===== config.mk =====
export PLATFORM = sky130hd
export DESIGN_NAME = sphp_port
export DESIGN_NICKNAME = d
export VERILOG_FILES = /design/src/hdl/sphp_pkg.sv /design/src/hdl/sphp_port.sv
export SDC_FILE = /design/constraint.sdc
export NUM_CORES = 1
export LEC_CHECK = 0
export ABC_AREA = 1
export CORE_MARGIN = 5
export CORE_UTILIZATION = 40
export CTS_BUF_LIST = sky130_fd_sc_hd__clkbuf_2
export CTS_CLUSTER_SIZE = 24
export DETAILED_ROUTE_END_ITERATION = 8
export DONT_BUFFER_PORTS = 1
export PLACE_DENSITY = 0.63
export SYNTH_ARGS = -nofsm -noshare
export SYNTH_HDL_FRONTEND = slang
export SYNTH_SLANG_ARGS = --single-unit

===== constraint.sdc =====
create_clock -name sys_clk_i -period 1.7 [get_ports sys_clk_i]
set_clock_uncertainty 0.15 [all_clocks]
set_input_delay 0.085 -clock sys_clk_i [delete_from_list [all_inputs] [get_ports sys_clk_i]]
set_output_delay 0.085 -clock sys_clk_i [all_outputs]
set_load 0.01 [all_outputs]

===== src/hdl/sphp_pkg.sv =====
//----------------------------------------------------------------------
// Purpose: Constants and types of the strobed parallel handshake port
// Assumes: 32-bit Avalon-MM register bus, 8-bit ports
// Notes: Offsets are byte addresses of aligned words
//----------------------------------------------------------------------
package sphp_pkg;

   //-------------------------------------------------------------------
   // Register offsets
   //-------------------------------------------------------------------
   localparam logic [4:0] OFS_PORT_A = 5'h00;
   localparam logic [4:0] OFS_PORT_B = 5'h04;
   localparam logic [4:0] OFS_FLAGS = 5'h08;
   localparam logic [4:0] OFS_CTRL = 5'h0C;

   //-------------------------------------------------------------------
   // Control word fields
   //-------------------------------------------------------------------
   localparam int CW_MODE_BIT = 7;
   localparam int CW_IDX_LSB = 1;
   localparam int CW_IDX_MSB = 3;
   localparam int CW_VAL_BIT = 0;

   //-------------------------------------------------------------------
   // Handshake line positions
   //-------------------------------------------------------------------
   localparam int HL_IRQ_B = 0;
   localparam int HL_FULL_B = 1;
   localparam int HL_STB_B = 2;
   localparam int HL_IRQ_A = 3;
   localparam int HL_STB_A = 4;
   localparam int HL_IBF_A = 5;
   localparam int HL_ACK_A = 6;
   localparam int HL_OBF_A = 7;

   //-------------------------------------------------------------------
   // Reset values and vectors
   //-------------------------------------------------------------------
   localparam logic [6:0] MODE_RST = 7'h12;
   localparam logic [7:0] HL_RST = 8'hFF;
   localparam logic [7:0] DATA_RST = 8'h00;
   localparam logic [7:0] VEC_A = 8'h5C;
   localparam logic [7:0] VEC_B = 8'h58;
   localparam logic [7:0] VEC_NONE = 8'h00;

   //-------------------------------------------------------------------
   // Types
   //-------------------------------------------------------------------
   typedef struct packed {
      logic a_mode2;
      logic a_mode1;
      logic a_in;
      logic pcu_in;
      logic b_mode1;
      logic b_in;
      logic pcl_in;
   } sphp_mode_t;

   typedef struct packed {
      logic ibf_a;
      logic obf_a_n;
      logic acc_a;
      logic ibf_b;
      logic obf_b_n;
      logic acc_b;
   } sphp_flags_t;

   localparam sphp_flags_t FLAGS_IDLE = '{1'b0, 1'b1, 1'b0, 1'b0, 1'b1, 1'b0};

endpackage


===== src/hdl/sphp_port.sv =====
//----------------------------------------------------------------------
// Purpose: Strobed parallel port, handshake and flag logic
// Assumes: Peripheral pins are asynchronous and pass two flip-flops
// Notes: Flag register is read-back of the handshake lines
//----------------------------------------------------------------------
//
// The implementer's own choices: the placing of the registers and the Avalon-MM register port.
module sphp_port
   import sphp_pkg::*;
(
   // Clock and reset
   input wire logic sys_clk_i,
   input wire logic arst_n_i,
   // Avalon-MM slave
   input wire logic [4:0] avs_address_i,
   input wire logic avs_read_i,
   input wire logic avs_write_i,
   input wire logic [3:0] avs_byteenable_i,
   input wire logic [31:0] avs_writedata_i,
   output logic [31:0] avs_readdata_o,
   output logic avs_waitrequest_o,
   // Port A pins
   input wire logic [7:0] port_a_i,
   output logic [7:0] port_a_o,
   output logic port_a_oe_o,
   // Port B pins
   input wire logic [7:0] port_b_i,
   output logic [7:0] port_b_o,
   output logic port_b_oe_o,
   // Handshake lines
   input wire logic [7:0] hl_i,
   output logic [7:0] hl_o,
   output logic [7:0] hl_oe_o,
   // Interrupt requests
   output logic irq_a_o,
   output logic irq_b_o,
   output logic [7:0] irq_vector_o
);

   //-------------------------------------------------------------------
   // Input synchronisers
   //-------------------------------------------------------------------
   logic [7:0] pa_s1_ff, pa_s2_ff, pb_s1_ff, pb_s2_ff;
   logic [7:0] hl_s1_ff, hl_s2_ff, hl_d_ff;
   logic [7:0] fall;

   always_ff @(posedge sys_clk_i or negedge arst_n_i) begin
      if (!arst_n_i) begin
         pa_s1_ff <= 8'h00;
         pa_s2_ff <= 8'h00;
         pb_s1_ff <= 8'h00;
         pb_s2_ff <= 8'h00;
         hl_s1_ff <= 8'hFF;
         hl_s2_ff <= 8'hFF;
         hl_d_ff <= 8'hFF;
      end else begin
         pa_s1_ff <= port_a_i;
         pa_s2_ff <= pa_s1_ff;
         pb_s1_ff <= port_b_i;
         pb_s2_ff <= pb_s1_ff;
         hl_s1_ff <= hl_i;
         hl_s2_ff <= hl_s1_ff;
         hl_d_ff <= hl_s2_ff;
      end
   end

   // Strobe and accept are active low; an event is the falling edge
   assign fall = hl_d_ff & ~hl_s2_ff;

   //-------------------------------------------------------------------
   // State
   //-------------------------------------------------------------------
   sphp_mode_t mode_ff, nxt_mode;
   sphp_flags_t flg_ff, nxt_flg;
   logic [7:0] latch_ff, nxt_latch;
   logic [7:0] in_a_ff, nxt_in_a, in_b_ff, nxt_in_b;
   logic [7:0] out_a_ff, nxt_out_a, out_b_ff, nxt_out_b;
   logic wait_ff, nxt_wait;
   logic [31:0] rdata_ff, nxt_rdata;
   logic [7:0] hl_o_ff, nxt_hl_o, hl_oe_ff, nxt_hl_oe;
   logic pa_oe_ff, nxt_pa_oe, pb_oe_ff, nxt_pb_oe;
   logic irq_a_ff, nxt_irq_a, irq_b_ff, nxt_irq_b;
   logic [7:0] vec_ff, nxt_vec;

   logic req, look, go, wr_ok;
   logic a_in_hs, a_out_hs, b_in_hs, b_out_hs, a_m1;
   logic rd_a, wr_a, rd_b, wr_b, wr_ctrl;
   logic busy_a, busy_b;
   logic [7:0] hl_val, rd_fl;
   logic [2:0] idx;

   always_comb begin
      req = avs_read_i | avs_write_i;
      look = req & wait_ff;
      go = req & ~wait_ff;
      wr_ok = avs_write_i & avs_byteenable_i[0];
      a_m1 = mode_ff.a_mode1 & ~mode_ff.a_mode2;
      a_in_hs = mode_ff.a_mode2 | (a_m1 & mode_ff.a_in);
      a_out_hs = mode_ff.a_mode2 | (a_m1 & ~mode_ff.a_in);
      b_in_hs = mode_ff.b_mode1 & mode_ff.b_in;
      b_out_hs = mode_ff.b_mode1 & ~mode_ff.b_in;
      rd_a = 1'b0;
      wr_a = 1'b0;
      rd_b = 1'b0;
      wr_b = 1'b0;
      wr_ctrl = 1'b0;
      busy_a = 1'b0;
      busy_b = 1'b0;
      // Address decode; direct writes to the flag register are dropped
      if (avs_address_i == OFS_PORT_A) begin
         rd_a = go & avs_read_i;
         wr_a = go & wr_ok;
         busy_a = look;
      end else if (avs_address_i == OFS_PORT_B) begin
         rd_b = go & avs_read_i;
         wr_b = go & wr_ok;
         busy_b = look;
      end else if (avs_address_i == OFS_CTRL) begin
         wr_ctrl = go & wr_ok;
      end
      nxt_wait = ~look;
      nxt_mode = mode_ff;
      nxt_latch = latch_ff;
      nxt_flg = flg_ff;
      nxt_in_a = in_a_ff;
      nxt_in_b = in_b_ff;
      nxt_out_a = out_a_ff;
      nxt_out_b = out_b_ff;
      idx = avs_writedata_i[CW_IDX_MSB:CW_IDX_LSB];
      if (wr_ctrl) begin
         if (avs_writedata_i[CW_MODE_BIT]) begin
            nxt_mode = sphp_mode_t'(avs_writedata_i[6:0]);
            nxt_flg = FLAGS_IDLE;
         end else begin
            nxt_latch[idx] = avs_writedata_i[CW_VAL_BIT];
         end
      end
      // Clears first, so that a strobe or accept in the same cycle wins
      if (rd_a) nxt_flg.ibf_a = 1'b0;
      if (wr_a) begin
         nxt_out_a = avs_writedata_i[7:0];
         if (a_out_hs) begin
            nxt_flg.obf_a_n = 1'b0;
            nxt_flg.acc_a = 1'b0;
         end
      end
      if (rd_b) nxt_flg.ibf_b = 1'b0;
      if (wr_b) begin
         nxt_out_b = avs_writedata_i[7:0];
         if (b_out_hs) begin
            nxt_flg.obf_b_n = 1'b0;
            nxt_flg.acc_b = 1'b0;
         end
      end
      if (a_in_hs && fall[HL_STB_A]) begin
         nxt_in_a = pa_s2_ff;
         nxt_flg.ibf_a = 1'b1;
      end
      if (a_out_hs && fall[HL_ACK_A]) begin
         nxt_flg.obf_a_n = 1'b1;
         nxt_flg.acc_a = 1'b1;
      end
      if (b_in_hs && fall[HL_STB_B]) begin
         nxt_in_b = pb_s2_ff;
         nxt_flg.ibf_b = 1'b1;
      end
      if (b_out_hs && fall[HL_STB_B]) begin
         nxt_flg.obf_b_n = 1'b1;
         nxt_flg.acc_b = 1'b1;
      end
      // Requests, gated by their enable lines
      nxt_irq_a = (a_in_hs & nxt_flg.ibf_a & nxt_latch[HL_STB_A])
         | (a_out_hs & nxt_flg.acc_a & nxt_latch[HL_ACK_A]);
      nxt_irq_b = mode_ff.b_mode1 & nxt_latch[HL_STB_B]
         & (mode_ff.b_in ? nxt_flg.ibf_b : nxt_flg.acc_b);
      if (nxt_irq_a) nxt_vec = VEC_A;
      else if (nxt_irq_b) nxt_vec = VEC_B;
      else nxt_vec = VEC_NONE;
      // Line values; lamp and direction bits come straight from the latch
      hl_val = nxt_latch;
      if (mode_ff.b_mode1) begin
         hl_val[HL_IRQ_B] = nxt_irq_b;
         hl_val[HL_FULL_B] = mode_ff.b_in ? nxt_flg.ibf_b : (nxt_flg.obf_b_n | busy_b);
      end
      if (a_in_hs | a_out_hs) hl_val[HL_IRQ_A] = nxt_irq_a;
      if (a_in_hs) hl_val[HL_IBF_A] = nxt_flg.ibf_a;
      if (a_out_hs) hl_val[HL_OBF_A] = nxt_flg.obf_a_n | busy_a;
      nxt_hl_o = hl_val;
      // Line directions
      nxt_hl_oe = {{4{~mode_ff.pcu_in}}, ~mode_ff.pcl_in, 1'b0, {2{~mode_ff.pcl_in}}};
      if (mode_ff.b_mode1) nxt_hl_oe[1:0] = 2'b11;
      if (a_in_hs | a_out_hs) nxt_hl_oe[HL_IRQ_A] = 1'b1;
      if (mode_ff.a_mode2) begin
         nxt_hl_oe[7:4] = 4'b1010;
      end else if (a_in_hs) begin
         nxt_hl_oe[HL_STB_A] = 1'b0;
         nxt_hl_oe[HL_IBF_A] = 1'b1;
      end else if (a_out_hs) begin
         nxt_hl_oe[HL_ACK_A] = 1'b0;
         nxt_hl_oe[HL_OBF_A] = 1'b1;
      end
      // Port buffers
      if (mode_ff.a_mode2) nxt_pa_oe = ~hl_s2_ff[HL_ACK_A];
      else nxt_pa_oe = ~mode_ff.a_in;
      if (a_m1 && mode_ff.a_in && !mode_ff.pcu_in) nxt_pb_oe = ~nxt_latch[HL_ACK_A];
      else nxt_pb_oe = ~mode_ff.b_in;
      // Read-back of the flag register shows enables where they live
      rd_fl = (hl_oe_ff & hl_o_ff) | (~hl_oe_ff & hl_s2_ff);
      if (a_in_hs) rd_fl[HL_STB_A] = latch_ff[HL_STB_A];
      if (a_out_hs) rd_fl[HL_ACK_A] = latch_ff[HL_ACK_A];
      if (mode_ff.b_mode1) rd_fl[HL_STB_B] = latch_ff[HL_STB_B];
      // Upper bits read as zero; control word is write-only
      nxt_rdata = rdata_ff;
      if (look) begin
         nxt_rdata = 32'h0000_0000;
         if (avs_address_i == OFS_PORT_A) begin
            if (a_in_hs) nxt_rdata[7:0] = in_a_ff;
            else if (mode_ff.a_in) nxt_rdata[7:0] = pa_s2_ff;
            else nxt_rdata[7:0] = out_a_ff;
         end else if (avs_address_i == OFS_PORT_B) begin
            if (b_in_hs) nxt_rdata[7:0] = in_b_ff;
            else if (mode_ff.b_in) nxt_rdata[7:0] = pb_s2_ff;
            else nxt_rdata[7:0] = out_b_ff;
         end else if (avs_address_i == OFS_FLAGS) begin
            nxt_rdata[7:0] = rd_fl;
         end
      end
   end

   always_ff @(posedge sys_clk_i or negedge arst_n_i) begin
      if (!arst_n_i) begin
         mode_ff <= sphp_mode_t'(MODE_RST);
         flg_ff <= FLAGS_IDLE;
         latch_ff <= HL_RST;
         in_a_ff <= DATA_RST;
         in_b_ff <= DATA_RST;
         out_a_ff <= DATA_RST;
         out_b_ff <= DATA_RST;
         wait_ff <= 1'b1;
         rdata_ff <= 32'h0000_0000;
         hl_o_ff <= HL_RST;
         hl_oe_ff <= 8'hFF;
         pa_oe_ff <= 1'b0;
         pb_oe_ff <= 1'b0;
         irq_a_ff <= 1'b0;
         irq_b_ff <= 1'b0;
         vec_ff <= VEC_NONE;
      end else begin
         mode_ff <= nxt_mode;
         flg_ff <= nxt_flg;
         latch_ff <= nxt_latch;
         in_a_ff <= nxt_in_a;
         in_b_ff <= nxt_in_b;
         out_a_ff <= nxt_out_a;
         out_b_ff <= nxt_out_b;
         wait_ff <= nxt_wait;
         rdata_ff <= nxt_rdata;
         hl_o_ff <= nxt_hl_o;
         hl_oe_ff <= nxt_hl_oe;
         pa_oe_ff <= nxt_pa_oe;
         pb_oe_ff <= nxt_pb_oe;
         irq_a_ff <= nxt_irq_a;
         irq_b_ff <= nxt_irq_b;
         vec_ff <= nxt_vec;
      end
   end

   assign avs_readdata_o = rdata_ff;
   assign avs_waitrequest_o = wait_ff;
   assign port_a_o = out_a_ff;
   assign port_a_oe_o = pa_oe_ff;
   assign port_b_o = out_b_ff;
   assign port_b_oe_o = pb_oe_ff;
   assign hl_o = hl_o_ff;
   assign hl_oe_o = hl_oe_ff;
   assign irq_a_o = irq_a_ff;
   assign irq_b_o = irq_b_ff;
   assign irq_vector_o = vec_ff;
endmodule // sphp_port


Yosys cells after proc, flatten, opt, wreduce, memory -nomap -nowiden. Index checks and enable logic that the tools add are counted. W data, S select, Z words.

Bits in registers: 145. Bits of input ports: 69. Output and inout port bits: 77.

Magnitude comparators: 2. Equal/unequal tests: 3. Mux-type cells: 55. Bitwise logic cells: 38. Reductions and logical operators: 10.

Operator list (count): $mux W8 (9); $mux W1 (28); $mux W2 (11); $and A1 B1 Y1 (16); $and A8 B8 Y8 (2); $mux W7 (2); $mux W6 (2); $eq A5 B4 Y1 const B (2); $not A1 Y1 (9); $bwmux W8 (1); $not A8 Y8 (1); $or A8 B8 Y8 (1); $and A7 B7 Y7 (1); $logic_and A1 B1 Y1 (7); $not A7 Y7 (1); $or A1 B1 Y1 (7); $eq A5 B3 Y1 const B (1); $logic_not A5 Y1 (1); $lt A3 B4 Y1 const B (1); $mux W4 (1); $demux W1 S3 (1); $ge A3 B1 Y1 const B (1); $reduce_and A2 Y1 (1); $logic_not A1 Y1 (1).

Logic depth before layout (Yosys ltp). Gate-level depths: netlist of run 1.

Depth in word-level cells: 14. Mapped depth: 11. Depth with buffers taken out: 11.

Worst setup path after synthesis of run 1. Ideal clock, no wire load.

Path type: reg-to-reg. Start point: reg mode_ff[4] in the netlist's numbering. End point: reg rdata_ff[4], in the netlist avs_readdata_o[4]. Setup time: 0.119 ns. Arrival: 1.375 ns. Setup slack: 0.056 ns. Stages on the path, launching flop included: 8. Buffers on the path: 3. Path through: dfstp_2 buf_2 a21oi_2 buf_2 buf_4 o211ai_1 nand4_1 o21a_1.

Longest elaborated chain between the ends: 6.

RTL lines: start, declared (line sphp_port.sv:73) `sphp_mode_t mode_ff, nxt_mode;`; start signal, assigned (line sphp_port.sv:232) `mode_ff <= sphp_mode_t'(MODE_RST);`; start signal, assigned (line sphp_port.sv:249) `mode_ff <= nxt_mode;`; $and A1 B1 Y1 (line sphp_port.sv:98) `a_in_hs = mode_ff.a_mode2 | (a_m1 & mode_ff.a_in);`; $or A1 B1 Y1 (line sphp_port.sv:98); $mux W1 (line sphp_port.sv:209) `if (a_in_hs) rd_fl[HL_STB_A] = latch_ff[HL_STB_A];`; $mux W8 (line sphp_port.sv:224) `end else if (avs_address_i == OFS_FLAGS) begin`; $mux W8 (line sphp_port.sv:220) `end else if (avs_address_i == OFS_PORT_B) begin`; $mux W8 * (line sphp_port.sv:216) `if (avs_address_i == OFS_PORT_A) begin`; end signal, assigned (line sphp_port.sv:257) `rdata_ff <= nxt_rdata;`; end, declared (line sphp_port.sv:79) `logic [31:0] rdata_ff, nxt_rdata;`.

Every way passes the cells marked *; elsewhere a longest branch is shown, timed or not. A chain may end at the register's enable or synchronous reset.

==> impl_metrics.ini, run 1 <==
[status]
status = finished, violations left
failed_checks = hold timing

[placement]
port_buffers = 0
post-place-cells = 715
dp_hpwl_um = 8890
place_congestion = 0.864

[logic_synthesis]
synth_cell_types = 37
avgSynthCellArea_um2 = 9.97
synth-seq-cells = 130
ys_seq_area_share_pct = 62.1
yosys_warnings = 0
syn_inst = 534
synth_area_um2 = 5320

[setup_path]
end_kind = register
startpoint_type = primary input
crit_type = primary input to register
crit_path_frequent_cell = nand2_1
r2r_slack_ns = 0.03
reg2reg_from = avs_waitrequest_o
crit_family = buffers and inverters
arrival_ns = 2.12
worstPathRequired_ns = 2.14
worstPathCellList = dlygate4sd3_1, dlygate4sd3_1, inv_1, nor2_2, nand2_1, nand3_1, nand2_1, nand2_1, nor2_1, nor2_2, nand2_1
crit_path_max_incr_delay_ns = 0.60
startpoint = avs_read_i
worstPathMaxFanout = 3
cpMaxStageDelayCell = dlygate4sd3_1
path_buf_inv = 3

[clock_tree]
clkSlewWorstSetupHoldPaths_ns = 0.20
root_buffer = clkbuf_2
cts_tree = yes
cts_buffer_depth = 2
cts_hold_buf = 73
clkSinkCount = 130
clkLatencyLatePin_ns = 0.70
htreeDepth = 4
cts_buffers = 17

[final_layout]
final_common_cell = nand2_1
syn_to_final_growth_pct = 24.5
drive_gt1_share_pct = 22.5
diodes = 0
fin_nets = 705
instances_no_fill = 825
mostFrequentLayoutCells = 123 x nand2_1, 84 x dfrtp_1, 73 x dlygate4sd3_1
fillCellCount = 1200
utilization_pct = 50.4

[floorplanning]
die_w_um = 125
dieArea_um2 = 15700
rows = 42
die_h_um = 125
pin_count = 146
core_area_um2 = 13100
start_util_pct = 40.5

[timing]
min_period_ns = 1.68
rsz0062_at_grt = yes
post-route-period-util_pct = 99.0
max_clock_freq_mhz = 594
setup_tns_ns = 0
slew_viol_final = 0
finalSetupViolCount = 0
final-hold-violation-count = 130
hold_ws_ns = -1.10

[route]
antenna_left = 0
drt_iter0_drc = 329
vias = 3978
drc = 0
dr.pass1.iters = 5
avgRoutedWirePerCell_um = 15.6
finalWirelength_um = 12900
viasPerCell = 4.82

[global_route]
grt_max_degree = 131
grt_pass1_vias = 3953
grt-ovfl-total = 0
grt_use_total_pct = 16.6
grt_pass1_wl_um = 20400
antenna_found_initial = 0

[power_and_ir_drop]
p_leak_nw = 3.08
irDropWorstVdd_v = 0.000549
power.density_nw_per_um2 = 904

[run]
cap_viol_max_count = 0

[min_path]
hold_class = primary input to asynchronous set/reset pin
cells by family after synthesis:
group	synth area share [%]
flops	62.1
compound gates	10.9
buf+inv	10.5
other cells	0.0704
simple gates	16.2
mux	0.212
cells in the mapped netlist:
cell type  count  area [um2]
nor3_1         1        5.00
o21a_1         1        7.51
nor2_1        22        82.6
clkinv_1       1        3.75
or2_2          1        6.26
mux2_2         1        11.3
nor2_2         6        37.5
a31o_2         1        8.76
o211ai_1      18         135
a41oi_1        5        43.8
a21o_1         2        15.0
nand3_1       19        95.1
o21ai_0       58         290
conb_1         1        3.75
or2_4          1        8.76
a21oi_1        7        35.0
o22a_1         2        17.5
dfrtp_1       86        2150
o21ai_2        1        8.76
inv_2          5        18.8
buf_2          4        20.0
inv_1         53         199
and2_1         4        25.0
dfstp_2       44        1160
nor3_4         1        16.3
buf_4         36         270
nor2_4         2        22.5
a21oi_2        1        8.76
nand4_1        5        31.3
nand3_2        3        30.0
clkbuf_1       6        22.5
o22ai_1        1        6.26
nand2_2        1        6.26
nand3b_1       1        7.51
o21ai_1        1        5.00
nand2_1      130         488
buf_6          2        22.5
final timing paths:
check,cells after the start,endpoint
worst max-delay path,11,irq_vector_o[4]
min in group sys_clk_i,3,port_a_o[3]
worst min register to register,0,hl_s2_ff[5]
max in group asynchronous,0,hl_o[1]
worst min-delay path,0,avs_readdata_o[5]
worst max register to register,10,irq_vector_o[4]
state kept, by name, indices dropped and copies added (netlist names), 3 cells and up:
signal          flops
avs_readdata_o      8
flg_ff              6
hl_d_ff             3
hl_o                8
hl_oe_o             7
hl_s1_ff            8
hl_s2_ff            8
in_a_ff             8
in_b_ff             8
latch_ff            5
mode_ff             7
pa_s1_ff            8
pa_s2_ff            8
pb_s1_ff            8
pb_s2_ff            8
port_a_o            8
port_b_o            8
cell type report:
cell class	count	area, um2	share of cell area [%]
sequential	130	3310	50.0
multi-input combinational	325	1630	24.7
inverter	59	228	3.44
timing repair buffer	103	1010	15.2
tap	176	220	3.32
clock buffer	18	90.1	1.36
clock inverter	14	139	2.10
power by group:
group | switching (mW) | leakage [nW] | internal [mW] | total (mW)
clock network | 1.15 | 0.142 | 0.674 | 1.82
logic | 0.320 | 1.41 | 0.293 | 0.613
registers | 0.201 | 1.54 | 3.35 | 3.55
routing by layer:
metal / track usage, % / wire length (um) / up-vias
met1: 21.5 / 5410 / 1922
met5: 0 / 0 / -
met4: 5.04 / 191 / 0
met2: 25.7 / 6040 / 169
met3: 6.95 / 1250 / 16
li1: - / - / 1871
per-stage QoR:
step / hold slack [ns] / power [mW] / worst slack [ns] / cell area, um2
final: -1.10 / 5.99 / 0.0175 / 6630
after global routing: -1.22 / 6.29 / -0.0491 / 6630
after CTS: -1.16 / 6.02 / 0.0181 / 6510
after detailed placement: -0.356 / 4.05 / -0.0193 / 5510
after global placement: -0.356 / 4.04 / 0.0258 / 5510
after floorplan: -0.361 / 3.93 / 0.0558 / 5430
repair_timing:
action	CTS	global route
cloned	0	2
gates resized for setup	7	34
pin swaps	1	8
buffers inserted	2	1
endpoints found under the setup margin	4	35
hold endpoints to repair	209	130
Note: power is estimated with default switching activity, not from simulation.
==> run 2, diff against run 1 <==
- CORE_UTILIZATION: 40 -> 34
- PLACE_DENSITY: 0.63 -> 0.57
==> run 2 against run 1 <==
Combinational power rose by 3%. Power rose by 3.0%. Highest routed layer unchanged. The flow still finishes with violations (hold timing). Wire length rose by 4.8%. Largest cell class unchanged. Largest power group unchanged.
==> impl_metrics.ini, run 2 (synthesis results as in run 1) <==
[status]
status = finished, violations left
failed_checks = hold timing

[final_layout]
fillCellCount = 1468
mostFrequentLayoutCells = 122 x nand2_1, 84 x dfrtp_1, 73 x dlygate4sd3_1
diodes = 0
drive_gt1_share_pct = 24.1
finalInstanceArea_um2 = 6750
syn_to_final_growth_pct = 26.9
fin_nets = 708
final_common_cell = nand2_1
utilization_pct = 44.3

[setup_path]
reg2regPathDepth = 7
crit_type = register to register
startpoint_type = register
r2r_end = avs_readdata_o[6]
r2r_slack_ns = 0.02
arrival_ns = 2.18
cp-endpoint = avs_readdata_o[6]
worstPathRequired_ns = 2.20
startpoint = mode_ff[4]
reg2reg_from = mode_ff[4]
end_kind = register
worstPathMaxFanout = 6

[timing]
setup_tns_ns = 0
hold_ws_ns = -1.11
max_clock_freq_mhz = 595
slew_viol_final = 0
final-hold-violation-count = 130
post-route-period-util_pct = 98.9
min_period_ns = 1.68
finalSetupViolCount = 0
rsz0062_at_grt = yes

[route]
viasPerCell = 4.60
drt_iter0_drc = 298
dr.pass1.iters = 4
vias = 3966
avgRoutedWirePerCell_um = 15.7
antenna_left = 0
drc = 0
finalWirelength_um = 13500

[floorplanning]
die_h_um = 135
die_w_um = 135
rows = 45
dieArea_um2 = 18300
pin_count = 146
start_util_pct = 34.9
core_area_um2 = 15300

[global_route]
grt_use_total_pct = 15.2
grt_max_degree = 131
antenna_found_initial = 0
grt_pass1_vias = 4022
grt-ovfl-total = 0
grt_pass1_wl_um = 21200

[run]
cap_viol_max_count = 0

[clock_tree]
clkSinkCount = 130
cts_buffer_depth = 2
cts_tree = yes
clkSlewWorstSetupHoldPaths_ns = 0.20
htreeDepth = 4
root_buffer = clkbuf_2
cts_buffers = 17
clkLatencyLatePin_ns = 0.70

[min_path]
hold_class = primary input to asynchronous set/reset pin

[power_and_ir_drop]
power.density_nw_per_um2 = 913
irDropWorstVdd_v = 0.000629
p_leak_nw = 3.10

[placement]
place_congestion = 0.870
dp_hpwl_um = 9430
port_buffers = 0
post_dp_cell_area_um2 = 5600
-- run 2: cell types whose count changed in the layout (fill, tap and decap cells not counted), sizes merged --
| cell | previous run | this run |
|---|---|---|
| clkinvlp | 3 | 2 |
| inv | 59 | 60 |
| bufinv | 2 | 3 |
| clkinv | 9 | 8 |
| buf | 30 | 33 |
-- run 2: area by class of cell --
type,count,area [um2],area share (%)
Sequential cell,130,3310,49.0
Multi-Input combinational cell,325,1680,24.8
Timing Repair Buffer,106,1030,15.2
Tap cell,211,264,3.91
Inverter,59,224,3.32
Clock inverter,14,163,2.41
Clock buffer,18,90.1,1.33
-- run 2: per-layer routing --
layer	share of wire, %	GRT usage (%)
met2	46	23.8
met1	44	19.6
met4	1.1	4.37
met3	9.5	6.09
met5	0	0
-- run 2: worst min path at each step --
stage / from / endpoint / slack, ns / cells past startpoint
detailed placement: arst_n_i / pa_s2_ff[7] / -0.36 / 0
CTS: arst_n_i / avs_readdata_o[4] / -1.18 / 0
global placement: arst_n_i / pa_s1_ff[7] / -0.36 / 0
floorplan: arst_n_i / avs_readdata_o[0] / -0.36 / 0
global route: arst_n_i / in_a_ff[7] / -1.22 / 0
finish: arst_n_i / avs_readdata_o[4] / -1.11 / 0
-- run 2: what timing repair did --
item                                    CTS  global route
setup buffers                             1             5
endpoints found under the hold margin   209           131
pin swaps                                 4            11
hold buffers                             72             1
endpoints found under the setup margin    8            16
gates resized for setup                  10            27
-- run 2: power breakdown --
| part | leakage (nW) | switching, mW | internal, mW |
|---|---|---|---|
| Combinational | 1.42 | 0.328 | 0.301 |
| Sequential | 1.54 | 0.209 | 3.35 |
| Clock | 0.150 | 1.16 | 0.821 |
-- run 2: critical path, cell delays in order (launching register included) --
cell	delay, ns
dfstp_2	0.63
inv_2	0.06
nor2_4	0.14
nor2_4	0.08
buf_4	0.15
o21ai_2	0.12
nand3_2	0.11
a41oi_2	0.19
-- run 2: metrics by stage --
step	total power, mW	std cells	worst slack (ns)	hold WS (ns)
after global routing	6.49	863	-0.0492	-1.22
final	6.17	863	0.0185	-1.11
after CTS	6.21	857	0.00104	-1.18
after detailed placement	4.07	752	-0.0392	-0.356
after global placement	4.05	752	0.000911	-0.356
after floorplan	3.93	562	0.0558	-0.361
